## config.mk

```make
export PLATFORM = sky130hd
export DESIGN_NAME = bwd_board_watchdog
export DESIGN_NICKNAME = d
export VERILOG_FILES = /design/src/bwd_pkg.sv /design/src/bwd_board_watchdog.sv /design/src/bwd_tick_div.sv
export SDC_FILE = /design/constraint.sdc
export NUM_CORES = 1
export LEC_CHECK = 0
export BUFFER_PORTS_ARGS = -buffer_cell sky130_fd_sc_hd__buf_2
export CORE_MARGIN = 3
export CORE_UTILIZATION = 56
export CTS_CLUSTER_DIAMETER = 60
export DETAILED_ROUTE_END_ITERATION = 10
export PLACE_DENSITY = 0.77
export SYNTH_ARGS = -nofsm -noshare
export SYNTH_HDL_FRONTEND = slang
export SYNTH_SLANG_ARGS = --single-unit
```

## constraint.sdc

```tcl
create_clock -name clk_sys -period 3.6 [get_ports clk_sys]
set_input_delay 0.18 -clock clk_sys [delete_from_list [all_inputs] [get_ports clk_sys]]
set_output_delay 0.18 -clock clk_sys [all_outputs]
set_load 0.05 [all_outputs]
```

## src/bwd_pkg.sv

```systemverilog
// bwd_pkg: constants and types for the board watchdog timer
// assumes a 50 MHz system clock and host i/o reads decoded to a port address
//
// Summary of operation
// - a host i/o read of port 443h arms the watchdog and starts counting
// - a host i/o read of port 843h disarms the watchdog, no timeout action
// - the control logic answers host reads at the watchdog control ports
// - an armed watchdog that times out raises system reset or nmi as selected
// - timeout period is one of 1, 2, 10, 20, 110 or 220 seconds
// - period select 0010=1s 0011=2s 0100=10s 0101=20s 1000=110s 1001=220s
// - action select: reset position, nmi position, or open disables the watchdog
package bwd_pkg;

  // ***********************************************************
  // host i/o port addresses
  // ***********************************************************
  localparam logic [15:0] BWD_PORT_ARM    = 16'h0443;
  localparam logic [15:0] BWD_PORT_DISARM = 16'h0843;
  localparam logic [15:0] BWD_PORT_ALIAS  = 16'h0043;
  localparam int          BWD_ADDR_W      = 16;

  // ***********************************************************
  // timing
  // ***********************************************************
  localparam int          BWD_CLK_HZ      = 50_000_000;
  localparam int          BWD_TICK_MS     = 1;
  localparam int          BWD_TICK_CYC    = BWD_CLK_HZ / 1000 * BWD_TICK_MS;
  localparam int          BWD_DIV_W       = 16;
  localparam int          BWD_CNT_W       = 18;
  // timeout action pulse length, in microseconds and in system clocks
  localparam int          BWD_PULSE_US    = 10;
  localparam int          BWD_PULSE_CYC   = BWD_CLK_HZ / 1_000_000 * BWD_PULSE_US;
  localparam int          BWD_PLS_W       = 10;

  // periods in seconds
  localparam int          BWD_T1_S        = 1;
  localparam int          BWD_T2_S        = 2;
  localparam int          BWD_T10_S       = 10;
  localparam int          BWD_T20_S       = 20;
  localparam int          BWD_T110_S      = 110;
  localparam int          BWD_T220_S      = 220;

  // ***********************************************************
  // period select codes, bit3 = pins 1-2 ... bit0 = pins 7-8, on = 1
  // ***********************************************************
  localparam logic [3:0]  BWD_SEL_1S      = 4'h2;
  localparam logic [3:0]  BWD_SEL_2S      = 4'h3;
  localparam logic [3:0]  BWD_SEL_10S     = 4'h4;
  localparam logic [3:0]  BWD_SEL_20S     = 4'h5;
  localparam logic [3:0]  BWD_SEL_110S    = 4'h8;
  localparam logic [3:0]  BWD_SEL_220S    = 4'h9;

  // action select setting
  typedef enum logic [1:0] {
    BWD_ACT_OFF   = 2'h0,
    BWD_ACT_NMI   = 2'h1,
    BWD_ACT_RESET = 2'h2
  } bwd_act_t;

  // watchdog state, gray along idle -> armed -> fired
  typedef enum logic [1:0] {
    BWD_ST_IDLE  = 2'h0,
    BWD_ST_ARMED = 2'h1,
    BWD_ST_FIRE  = 2'h3
  } bwd_state_t;

endpackage : bwd_pkg

```

## src/bwd_board_watchdog.sv

```systemverilog
// bwd_board_watchdog: board watchdog armed and disarmed by host i/o reads
// assumes ioRead is a one-cycle strobe synchronous to clk_sys with ioAddr valid;
// jumper settings are static straps, sampled every cycle
`timescale 1ns/1ps
`default_nettype none
module bwd_board_watchdog
  import bwd_pkg::*;
(
  input  wire logic                  clk_sys,
  input  wire logic                  nrst,
  input  wire logic                  ioRead,
  input  wire logic [BWD_ADDR_W-1:0] ioAddr,
  input  wire logic [3:0]            period_select_setting,
  input  wire logic [1:0]            action_select_setting,
  output var  logic                  sysReset,
  output var  logic                  nmi,
  output var  logic                  armed,
  output var  logic                  portHit
);

  // ***********************************************************
  // state
  // ***********************************************************
  typedef struct packed {
    bwd_state_t           fsm;
    logic [BWD_CNT_W-1:0] cnt;
    logic [BWD_PLS_W-1:0] pls;
    logic                 rst;
    logic                 nmi;
    logic                 hit;
    logic                 arm;
  } bwd_reg_t;

  bwd_reg_t st;
  bwd_reg_t next_st;
  logic     tick;
  logic     armRd;
  logic     disRd;
  logic     loadCnt;
  bwd_act_t act;
  logic     actOn;

  // period select to milliseconds; unlisted codes fall back to the shortest
  function automatic logic [BWD_CNT_W-1:0] periodMs(input logic [3:0] sel);
    logic [BWD_CNT_W-1:0] ms;
    ms = BWD_CNT_W'(BWD_T1_S * 1000);
    case (sel)
      BWD_SEL_1S:   ms = BWD_CNT_W'(BWD_T1_S * 1000);
      BWD_SEL_2S:   ms = BWD_CNT_W'(BWD_T2_S * 1000);
      BWD_SEL_10S:  ms = BWD_CNT_W'(BWD_T10_S * 1000);
      BWD_SEL_20S:  ms = BWD_CNT_W'(BWD_T20_S * 1000);
      BWD_SEL_110S: ms = BWD_CNT_W'(BWD_T110_S * 1000);
      BWD_SEL_220S: ms = BWD_CNT_W'(BWD_T220_S * 1000);
      default:      ms = BWD_CNT_W'(BWD_T1_S * 1000);
    endcase
    return ms;
  endfunction : periodMs

  // ***********************************************************
  // port decode
  // ***********************************************************
  // control port decode
  assign armRd = ioRead && (ioAddr == BWD_PORT_ARM);
  assign disRd = ioRead && (ioAddr == BWD_PORT_DISARM);
  assign act   = bwd_act_t'(action_select_setting);
  // the unused jumper code counts as open, so only the two real positions arm
  assign actOn = (act == BWD_ACT_NMI) || (act == BWD_ACT_RESET);

  // restart the millisecond phase on every reload so each period is full
  assign loadCnt = armRd && actOn;

  bwd_tick_div u_div (
    .clk_sys (clk_sys),
    .nrst    (nrst),
    .restart (loadCnt),
    .tick    (tick)
  );

  // ***********************************************************
  // watchdog sequencing
  // ***********************************************************
  always_comb
  begin
    next_st     = st;
    next_st.hit = armRd || disRd;
    next_st.rst = 1'b0;
    next_st.nmi = 1'b0;
    case (st.fsm)
      BWD_ST_IDLE:
      begin
        if (loadCnt)
        begin
          next_st.fsm = BWD_ST_ARMED;
          next_st.cnt = periodMs(period_select_setting);
        end
      end
      BWD_ST_ARMED:
      begin
        if (disRd || !actOn)
        begin
          next_st.fsm = BWD_ST_IDLE;
          next_st.cnt = '0;
        end
        else if (armRd)
        begin
          next_st.cnt = periodMs(period_select_setting);
        end
        else if (tick)
        begin
          if (st.cnt <= BWD_CNT_W'(1))
          begin
            next_st.fsm = BWD_ST_FIRE;
            next_st.cnt = '0;
            next_st.pls = BWD_PLS_W'(BWD_PULSE_CYC - 1);
          end
          else
          begin
            next_st.cnt = st.cnt - 1'b1;
          end
        end
      end
      BWD_ST_FIRE:
      begin
        next_st.rst = (act == BWD_ACT_RESET);
        next_st.nmi = (act == BWD_ACT_NMI);
        // re-arm during pulse
        // an arm read is never lost: it restarts counting and cuts the pulse short
        if (loadCnt)
        begin
          next_st.fsm = BWD_ST_ARMED;
          next_st.cnt = periodMs(period_select_setting);
          next_st.rst = 1'b0;
          next_st.nmi = 1'b0;
        end
        else if (st.pls == '0)
        begin
          // one-shot: watchdog stays disarmed until software arms it again
          next_st.fsm = BWD_ST_IDLE;
          next_st.rst = 1'b0;
          next_st.nmi = 1'b0;
        end
        else
        begin
          next_st.pls = st.pls - 1'b1;
        end
      end
      default:
      begin
        next_st.fsm = BWD_ST_IDLE;
      end
    endcase
    // armed follows the counting state only, so it drops when the timeout fires
    next_st.arm = (next_st.fsm == BWD_ST_ARMED);
  end

  // one register stage for the whole state
  always_ff @(posedge clk_sys or negedge nrst)
  begin
    if (!nrst)
    begin
      st <= '0;
    end
    else
    begin
      st <= next_st;
    end
  end

  // outputs straight from flip-flops
  assign sysReset = st.rst;
  assign nmi      = st.nmi;
  assign armed    = st.arm;
  assign portHit  = st.hit;

endmodule : bwd_board_watchdog
`default_nettype wire

```

## src/bwd_tick_div.sv

```systemverilog
// bwd_tick_div: divides the system clock into a 1 ms enable pulse
// assumes a single free-running clock; restart aligns the tick phase
`timescale 1ns/1ps
`default_nettype none
module bwd_tick_div
  import bwd_pkg::*;
(
  input  wire logic clk_sys,
  input  wire logic nrst,
  input  wire logic restart,
  output var  logic tick
);

  typedef struct packed {
    logic [BWD_DIV_W-1:0] cnt;
    logic                 tick;
  } bwd_div_t;

  bwd_div_t st;
  bwd_div_t next_st;

  // count down one millisecond, pulse at wrap
  always_comb
  begin
    next_st = st;
    next_st.tick = 1'b0;
    if (restart)
    begin
      next_st.cnt = BWD_DIV_W'(BWD_TICK_CYC - 1);
    end
    else if (st.cnt == '0)
    begin
      next_st.cnt  = BWD_DIV_W'(BWD_TICK_CYC - 1);
      next_st.tick = 1'b1;
    end
    else
    begin
      next_st.cnt = st.cnt - 1'b1;
    end
  end

  always_ff @(posedge clk_sys or negedge nrst)
  begin
    if (!nrst)
    begin
      st <= '0;
    end
    else
    begin
      st <= next_st;
    end
  end

  assign tick = st.tick;

endmodule : bwd_tick_div
`default_nettype wire
```

==> results of run 1 <==
cells by family after synthesis:
group | count (synthesis)
simple gates | 140
mux | 1
compound gates | 106
buf+inv | 29
fa+ha+maj | 8
flops | 51
xor+xnor | 12
metal layers:
metal	vias up	track usage, %	wire, um	part of all wire [%]
li1	1336	-	-	-
met1	1304	30.5	3160	45
met2	104	39.9	3390	48
met3	10	4.40	390	5.5
met4	0	7.09	94	1.3
met5	-	0	0	0
registers in the layout, indices dropped and copies added, names as in the netlist:
register and cells:
armed 1, u_div.st 16, u_div.tick 1, sysReset 1
portHit 1, nmi 1, st 30
critical path: cells and delay by family, from the launching register on:
| kind | cells | cell delay [ns] |
|---|---|---|
| flops | 1 | 0.43 |
| compound gates | 3 | 0.71 |
| simple gates | 3 | 1.59 |
cells in the final DEF, fill, tap and decap left out, types with 2 or more instances in the layout:
cell type  Yosys  final
xnor2_1       10     10
and2_1         9      9
inv_1         17     17
or2_1          2      2
o2bb2ai_1      6      6
a21o_1         2      2
nor4_1         7      7
buf_2          1     28
nor4b_1        5      5
ha_1           7      7
o21a_1         5      5
o31ai_1        5      5
nor2b_1        5      5
dfrtp_1       51     51
o21ai_1       11     11
nor3b_1        2      2
xor2_1         2      2
buf_4          0      4
nand4_1        2      2
nand2_1       27     27
o32a_1         2      2
nor3_1        21     21
clkbuf_8       0      6
or3_1          7      7
o22ai_1        9      9
o21ai_0        9      9
or2_2          2      2
a31oi_1       10     10
clkinv_2       1      2
nand2b_1       4      4
a22o_1         3      3
a32oi_1        3      3
nor2_1        34     34
or4_1          2      2
a21oi_1       25     25
nand3_1        4      4
path summary, 6_finish.rpt:
| check | from | depth (start not counted) | endpoint |
|---|---|---|---|
| max in group asynchronous | nrst | 3 | st[8] |
| hold / removal | ioAddr[11] | 3 | portHit |
| setup / recovery | st[22] | 6 | st[22] |
| hold reg to reg | st[13] | 1 | st[13] |
| min in group asynchronous | nrst | 3 | st[26] |
| setup reg to reg | st[22] | 6 | st[22] |
where the power goes:
part / switching [W] / internal (W) / leakage (nW)
registers: 0.0000177 / 0.000586 / 0.618
logic: 0.0000435 / 0.0000337 / 0.734
clock network: 0.000194 / 0.000225 / 0.0612
final cells by class:
class / count / share of cell area [%]
clock inverter: 2 / 1.04
clock buffer: 6 / 2.44
inverter: 18 / 2.03
tap: 70 / 2.59
multi-input combinational: 267 / 48.9
timing repair buffer: 33 / 5.33
sequential: 51 / 37.7
stage by stage:
| step | area, um^2 | hold WS, ns | power, W |
|---|---|---|---|
| after CTS | 3380 | 0.165 | 0.00111 |
| after global placement | 3260 | 0.336 | 0.000689 |
| final | 3380 | 0.173 | 0.00110 |
| after floorplan | 3060 | -0.116 | 0.000654 |
| after global routing | 3380 | 0.194 | 0.00115 |
| after detailed placement | 3260 | 0.334 | 0.000692 |
==> impl_metrics.tcl, run 1 <==
set metrics [dict create \
    globalRouteTotalUtil_pct 23.6 \
    finalHoldViolCount 0 \
    synth_top_family_by_area "simple AND/OR/NAND/NOR gates" \
    synthFlopType "dfrtp_1" \
    boundaryPins 29 \
    number_of_synthesized_flops_with_an_enable_pin 0 \
    synthDominantAreaCellType "dfrtp_1" \
    maxCapViolations 0 \
    drive_above_1_share_pct 13.0 \
    synthXorXnorAreaFrac_pct 3.43 \
    cts_buffers 5 \
    power_per_cell_area_mw_per_mm2 325 \
    detail_route.wl_per_cell_um 15.7 \
    cts-hold-fix-buffers 1 \
    synth_warn 0 \
    num_antenna_cells 0 \
    die_height_um 80.0 \
    mappedNetlistNets 379 \
    design.die.area_mm2 0.00639 \
    synth-seq-cells 51 \
    instances_no_fill 447 \
    initialDrtViolationCount 199 \
    finalSetupViolCount 0 \
    routed_wirelength_mm 7.04 \
    initial_core_util_pct 58.8 \
    synthesis.area_per_instance_um2 8.83 \
    outcome "completed" \
    via_per_inst 6.16 \
    number_of_h_tree_branching_levels 2 \
    worst_setup_path_end_kind "flip-flop" \
    final_max_slew_viol_count 0 \
    yosysSeqAreaShare_pct 41.7 \
    chipWidth_um 80.0 \
    placed_cells_incl_taps 438 \
    worstSetupStartpointType "flip-flop" \
    pre_cts_ws_ns 0.826 \
    drt_pre_antenna_iters 4 \
    total_leakage_power_nw 1.41 \
    final_core_util_pct 65.0 \
    peakVddDrop_mv 0.181 \
    synth_top_cells_by_count "dfrtp_1, nor2_1, nand2_1" \
    layout_worst_path_cycle_share_pct 78.5 \
    number_of_antenna_violations_at_the_first_check_in_global_routing 0 \
    cts-root-buf "clkbuf_8" \
    mappedNetlistArea_mm2 0.00306 \
    grt_max_degree 52 \
    yosys.area.top_type_share_pct 41.7 \
    highest_fanout_seen_on_the_critical_path 16 \
    critical-path-slowest-cell "or4_4" \
    critical_path_arrival_ns 3.03 \
    simple_gate_share_of_the_synthesized_area_pct 23.8 \
    fp.coreArea_mm2 0.00520 \
    netlist_top_cells_area "dfrtp_1, nor2_1, a21oi_1" \
    cp_cell_sequence "or4_4 -> or3_1 -> o31ai_4 -> or2_1 -> o21ai_0 -> a22o_1" \
    share_of_synthesized_registers_carrying_an_async_set_or_reset_pct 100 \
    timing_worst_slew_pin_value_ns 0.975 \
    clk_pin_slew_worst_paths_ns 0.09 \
    layout_min_cycle_time_ns 2.83 \
    synth_adder_area_share_pct 3.19 \
    synth_compound_gate_area_share_pct 23.2 \
    drt.antenna.violating_nets 0 \
    grt_pass1_wl_mm 11.9 \
    cts_resized 0 \
    std_cell_rows 26 \
    dp.final_hpwl_mm 4.88 \
    muxShareOfSynthArea_pct 0.327 \
    tritoncts "built" \
    port-buffer-count 28 \
    detailed_route_drc_error_count 0 \
    multiInputGateArea_mm2 0.00165 \
    fmax_mhz 354 \
    total_negative_setup_slack_ns 0 \
    ys_types 61 \
    setup_ws_ns 0.774 \
    place_congestion 0.892 \
    cts_setup_buffers 0 \
    required_ns 3.80 \
    grt_overflow_total 0 \
    layout.filler_cells 437 \
    hold_path_class "primary input to flip-flop" \
    first_global_vias 2584 \
    clock_sinks 51 \
    clock_tree.buffer_depth 2 \
    area_delta_synth_final_pct 10.5 \
    clk_latency_ns 0.31 \
    final_nets 408 \
    reg2reg_setup_slack_ns 0.77 \
    grt_setup_unrepaired "false" \
    total_area_of_sequential_cells_mm2 0.00128 \
    setup_crit_path_kind "flip-flop to flip-flop" \
    crit_path_max_incr_delay_ns 0.59 \
    dr_total_vias 2754 \
    syn_inst 347 \
    slew_headroom_pct 34.4 \
    post-synth-top-count-cell "dfrtp_1" \
    clock_skew_ns 0.0150 \
]
Power figures use the tool's default switching activity.
==> run 2, diff against run 1 <==
--- a/config.mk
+++ b/config.mk
@@ -5,12 +5,13 @@
 export SDC_FILE = /design/constraint.sdc
 export NUM_CORES = 1
 export LEC_CHECK = 0
+export ABC_AREA = 1
 export BUFFER_PORTS_ARGS = -buffer_cell sky130_fd_sc_hd__buf_2
 export CORE_MARGIN = 3
-export CORE_UTILIZATION = 56
+export CORE_UTILIZATION = 55
 export CTS_CLUSTER_DIAMETER = 60
 export DETAILED_ROUTE_END_ITERATION = 10
-export PLACE_DENSITY = 0.77
+export PLACE_DENSITY = 0.78
 export SYNTH_ARGS = -nofsm -noshare
 export SYNTH_HDL_FRONTEND = slang
 export SYNTH_SLANG_ARGS = --single-unit
==> constraint.sdc (replaced) <==
create_clock -name clk_sys -period 2.3 [get_ports clk_sys]
set_input_delay 0.115 -clock clk_sys [delete_from_list [all_inputs] [get_ports clk_sys]]
set_output_delay 0.115 -clock clk_sys [all_outputs]
set_load 0.05 [all_outputs]
==> impl_metrics.tcl, run 2 <==
set metrics [dict create \
    globalRouteTotalUtil_pct 23.6 \
    worstSetupStartpointType "flip-flop" \
    grt_max_degree 52 \
    worstPathBufferInverterCount 1 \
    yosys.area.top_type_share_pct 35.1 \
    crit_family "simple AND/OR/NAND/NOR gates" \
    cp_cell_sequence "inv_1 -> ha_1 -> nand2_4 -> nor2_4 -> nand3_2 -> nand2_4 -> nand4_4 -> nand2_4 -> o21ai_0 -> nand2_1 -> nand2_1" \
    max_flop_register "st" \
    synth_warn 0 \
    initial_core_util_pct 58.9 \
    grt_pass1_wl_mm 14.2 \
    design.die.area_mm2 0.00762 \
    clock_tree.buffer_depth 2 \
    hold_path_class "primary input to flip-flop" \
    synth-seq-cells 51 \
    power_per_cell_area_mw_per_mm2 412 \
    drive_above_1_share_pct 15.1 \
    netlist_top_cells_area "dfrtp_1, nand2_1, nor2_1" \
    dr_total_vias 3422 \
    reg2reg_setup_slack_ns 0.32 \
    layout_common_cells "nand2_1, nor2_1, inv_1" \
    boundaryPins 29 \
    critical-path-top-cell-by-count "nand2_4" \
    tritoncts "built" \
    fmax_mhz 505 \
    layout.filler_cells 559 \
    die_height_um 87.3 \
    finalHoldViolCount 0 \
    place_congestion 0.938 \
    crit_path_max_incr_delay_ns 0.43 \
    hold_path_end "sysReset" \
    cts-root-buf "clkbuf_8" \
    clk_latency_ns 0.32 \
    synth_top_cells_by_count "nand2_1, nor2_1, inv_1" \
    timing_worst_slew_pin_value_ns 0.646 \
    layout_worst_path_cycle_share_pct 86.0 \
    holdCritStartpoint "action_select_setting[1]" \
    share_of_synthesized_registers_carrying_an_async_set_or_reset_pct 100 \
    ys_types 36 \
    largest_register_ffs 30 \
    cts_buffers 5 \
    final_max_slew_viol_count 0 \
    std_cell_rows 28 \
    placed_cells_incl_taps 630 \
    clock_sinks 51 \
    highest_fanout_seen_on_the_critical_path 21 \
    synthFlopType "dfrtp_1" \
    detail_route.wl_per_cell_um 13.1 \
    number_of_h_tree_branching_levels 2 \
    largest_registers "st: 30 flops, u_div.st: 16 flops" \
    synthDominantAreaCellType "dfrtp_1" \
    via_per_inst 5.36 \
    worst_r2r_startpoint "st[14]" \
    yosysSeqAreaShare_pct 35.1 \
    instances_no_fill 639 \
    layout_min_cycle_time_ns 1.98 \
    total_negative_setup_slack_ns 0 \
    critical-path-slowest-cell "dfrtp_1" \
    syn_inst 528 \
    worst_setup_path_end_kind "flip-flop" \
    mappedNetlistArea_mm2 0.00363 \
    area_delta_synth_final_pct 9.09 \
    outcome "completed" \
    number_of_antenna_violations_at_the_first_check_in_global_routing 0 \
    fp.coreArea_mm2 0.00617 \
    clk_pin_slew_worst_paths_ns 0.10 \
    layout_commonest_cell "nand2_1" \
    required_ns 2.51 \
    port-buffer-count 28 \
    chipWidth_um 87.3 \
    grt_overflow_total 0 \
    finalSetupViolCount 0 \
    num_antenna_cells 0 \
    clock_skew_ns 0.00765 \
    routed_wirelength_mm 8.38 \
    crit-reg2reg-capture "st[9]" \
    peakVddDrop_mv 0.321 \
    slew_headroom_pct 57.0 \
    detailed_route_drc_error_count 0 \
    maxCapViolations 0 \
    number_of_synthesized_flops_with_an_enable_pin 0 \
    mappedNetlistNets 560 \
    final_nets 595 \
    total_leakage_power_nw 2.05 \
    dp.final_hpwl_mm 6.43 \
    initialDrtViolationCount 237 \
    grt_setup_unrepaired "false" \
    min_delay_path_depth 4 \
    post-synth-top-count-cell "nand2_1" \
    first_global_vias 3170 \
    drt.antenna.violating_nets 0 \
    setup_crit_path_kind "flip-flop to flip-flop" \
    number_of_cells_traversed_by_the_worst_register_to_register_path 11 \
    critical_path_arrival_ns 2.19 \
    synthesis.area_per_instance_um2 6.88 \
    drt_pre_antenna_iters 5 \
]
## run 2: changes by cell type in the layout (fill, tap and decap cells not counted), moves of 10 or more
cell | before | now
nand2_1 | 27 | 134
nor2_1 | 34 | 91
inv_1 | 17 | 64
nand3_1 | 4 | 45
nor3_1 | 21 | 4
nand4_1 | 2 | 15
a21oi_1 | 25 | 13
xor2_1 | 2 | 14
nand2_2 | 0 | 10
## run 2: worst max-delay path by stage
stage | startpoint | to | slack (ns) | depth (start not counted)
3_5_place_dp | st[14] | st[9] | 0.32 | 11
2_1_floorplan | st[14] | st[10] | 0.61 | 12
4_1_cts | st[14] | st[9] | 0.30 | 11
6_report | st[14] | st[9] | 0.32 | 11
5_1_grt | st[14] | st[28] | 0.09 | 11
3_3_place_gp | st[14] | st[9] | 0.43 | 11
## run 2: area by class of cell
type,count,area (um^2),share of cell area (%)
Timing Repair Buffer,35,195,4.93
Clock buffer,5,68.8,1.74
Inverter,70,263,6.63
Tap cell,75,93.8,2.37
Multi-Input combinational cell,400,2040,51.4
Clock inverter,3,27.5,0.695
Sequential cell,51,1280,32.2
## run 2: cell families (layout without fill, tap and decap cells)
| family | Yosys count | count (layout) | synth area share [%] |
|---|---|---|---|
| buffers and inverters | 77 | 113 | 8.75 |
| AO/OA/AOI/OAI | 48 | 48 | 7.37 |
| AND/OR/NAND/NOR | 327 | 327 | 42.0 |
| XOR/XNOR | 18 | 18 | 4.34 |
| flip-flops | 51 | 51 | 35.1 |
| adder cells (fa/ha/maj) | 7 | 7 | 2.41 |
## run 2: what timing repair did
| item | 4_1_cts | 5_1_grt |
|---|---|---|
| endpoints found under the hold margin | 51 | 0 |
| gates resized for setup | 0 | 0 |
| hold buffers | 1 | 0 |
| setup buffers | 0 | 0 |
## run 2: through the flow
step / hold slack (ns) / area [um^2] / power (W) / util (%) / setup WS (ns)
2_1_floorplan: -0.181 / 3630 / 0.00102 / - / 0.611
3_3_place_gp: 0.272 / 3860 / 0.00108 / 62.5 / 0.427
3_5_place_dp: 0.277 / 3860 / 0.00109 / 62.5 / 0.321
4_1_cts: 0.192 / 3960 / 0.00165 / 64.3 / 0.302
5_1_grt: 0.210 / 3960 / 0.00171 / 64.3 / 0.0864
6_report: 0.204 / 3960 / 0.00163 / 64.3 / 0.322
## run 2: tightest hold or removal path, delay by kind of cell
kind | cells | cell delay, ns
adders and majority gates | 1 | 0.17
buffers and inverters | 2 | 0.16
and+or+nand+nor | 1 | 0.04
## run 2: report_power, final
part           internal [W]  total [W]  leakage, nW  switching [W]
combinational     0.0000517   0.000132         1.39      0.0000798
clock              0.000226   0.000563       0.0467       0.000337
sequential         0.000916   0.000938        0.615      0.0000219
total               0.00119    0.00163         2.05       0.000439
## run 2: layer usage
layer  wire length (um)  track usage (%)
met1               3720             30.8
met2               4090             39.7
met3                412             3.97
met5                  0                0
met4                157             7.53
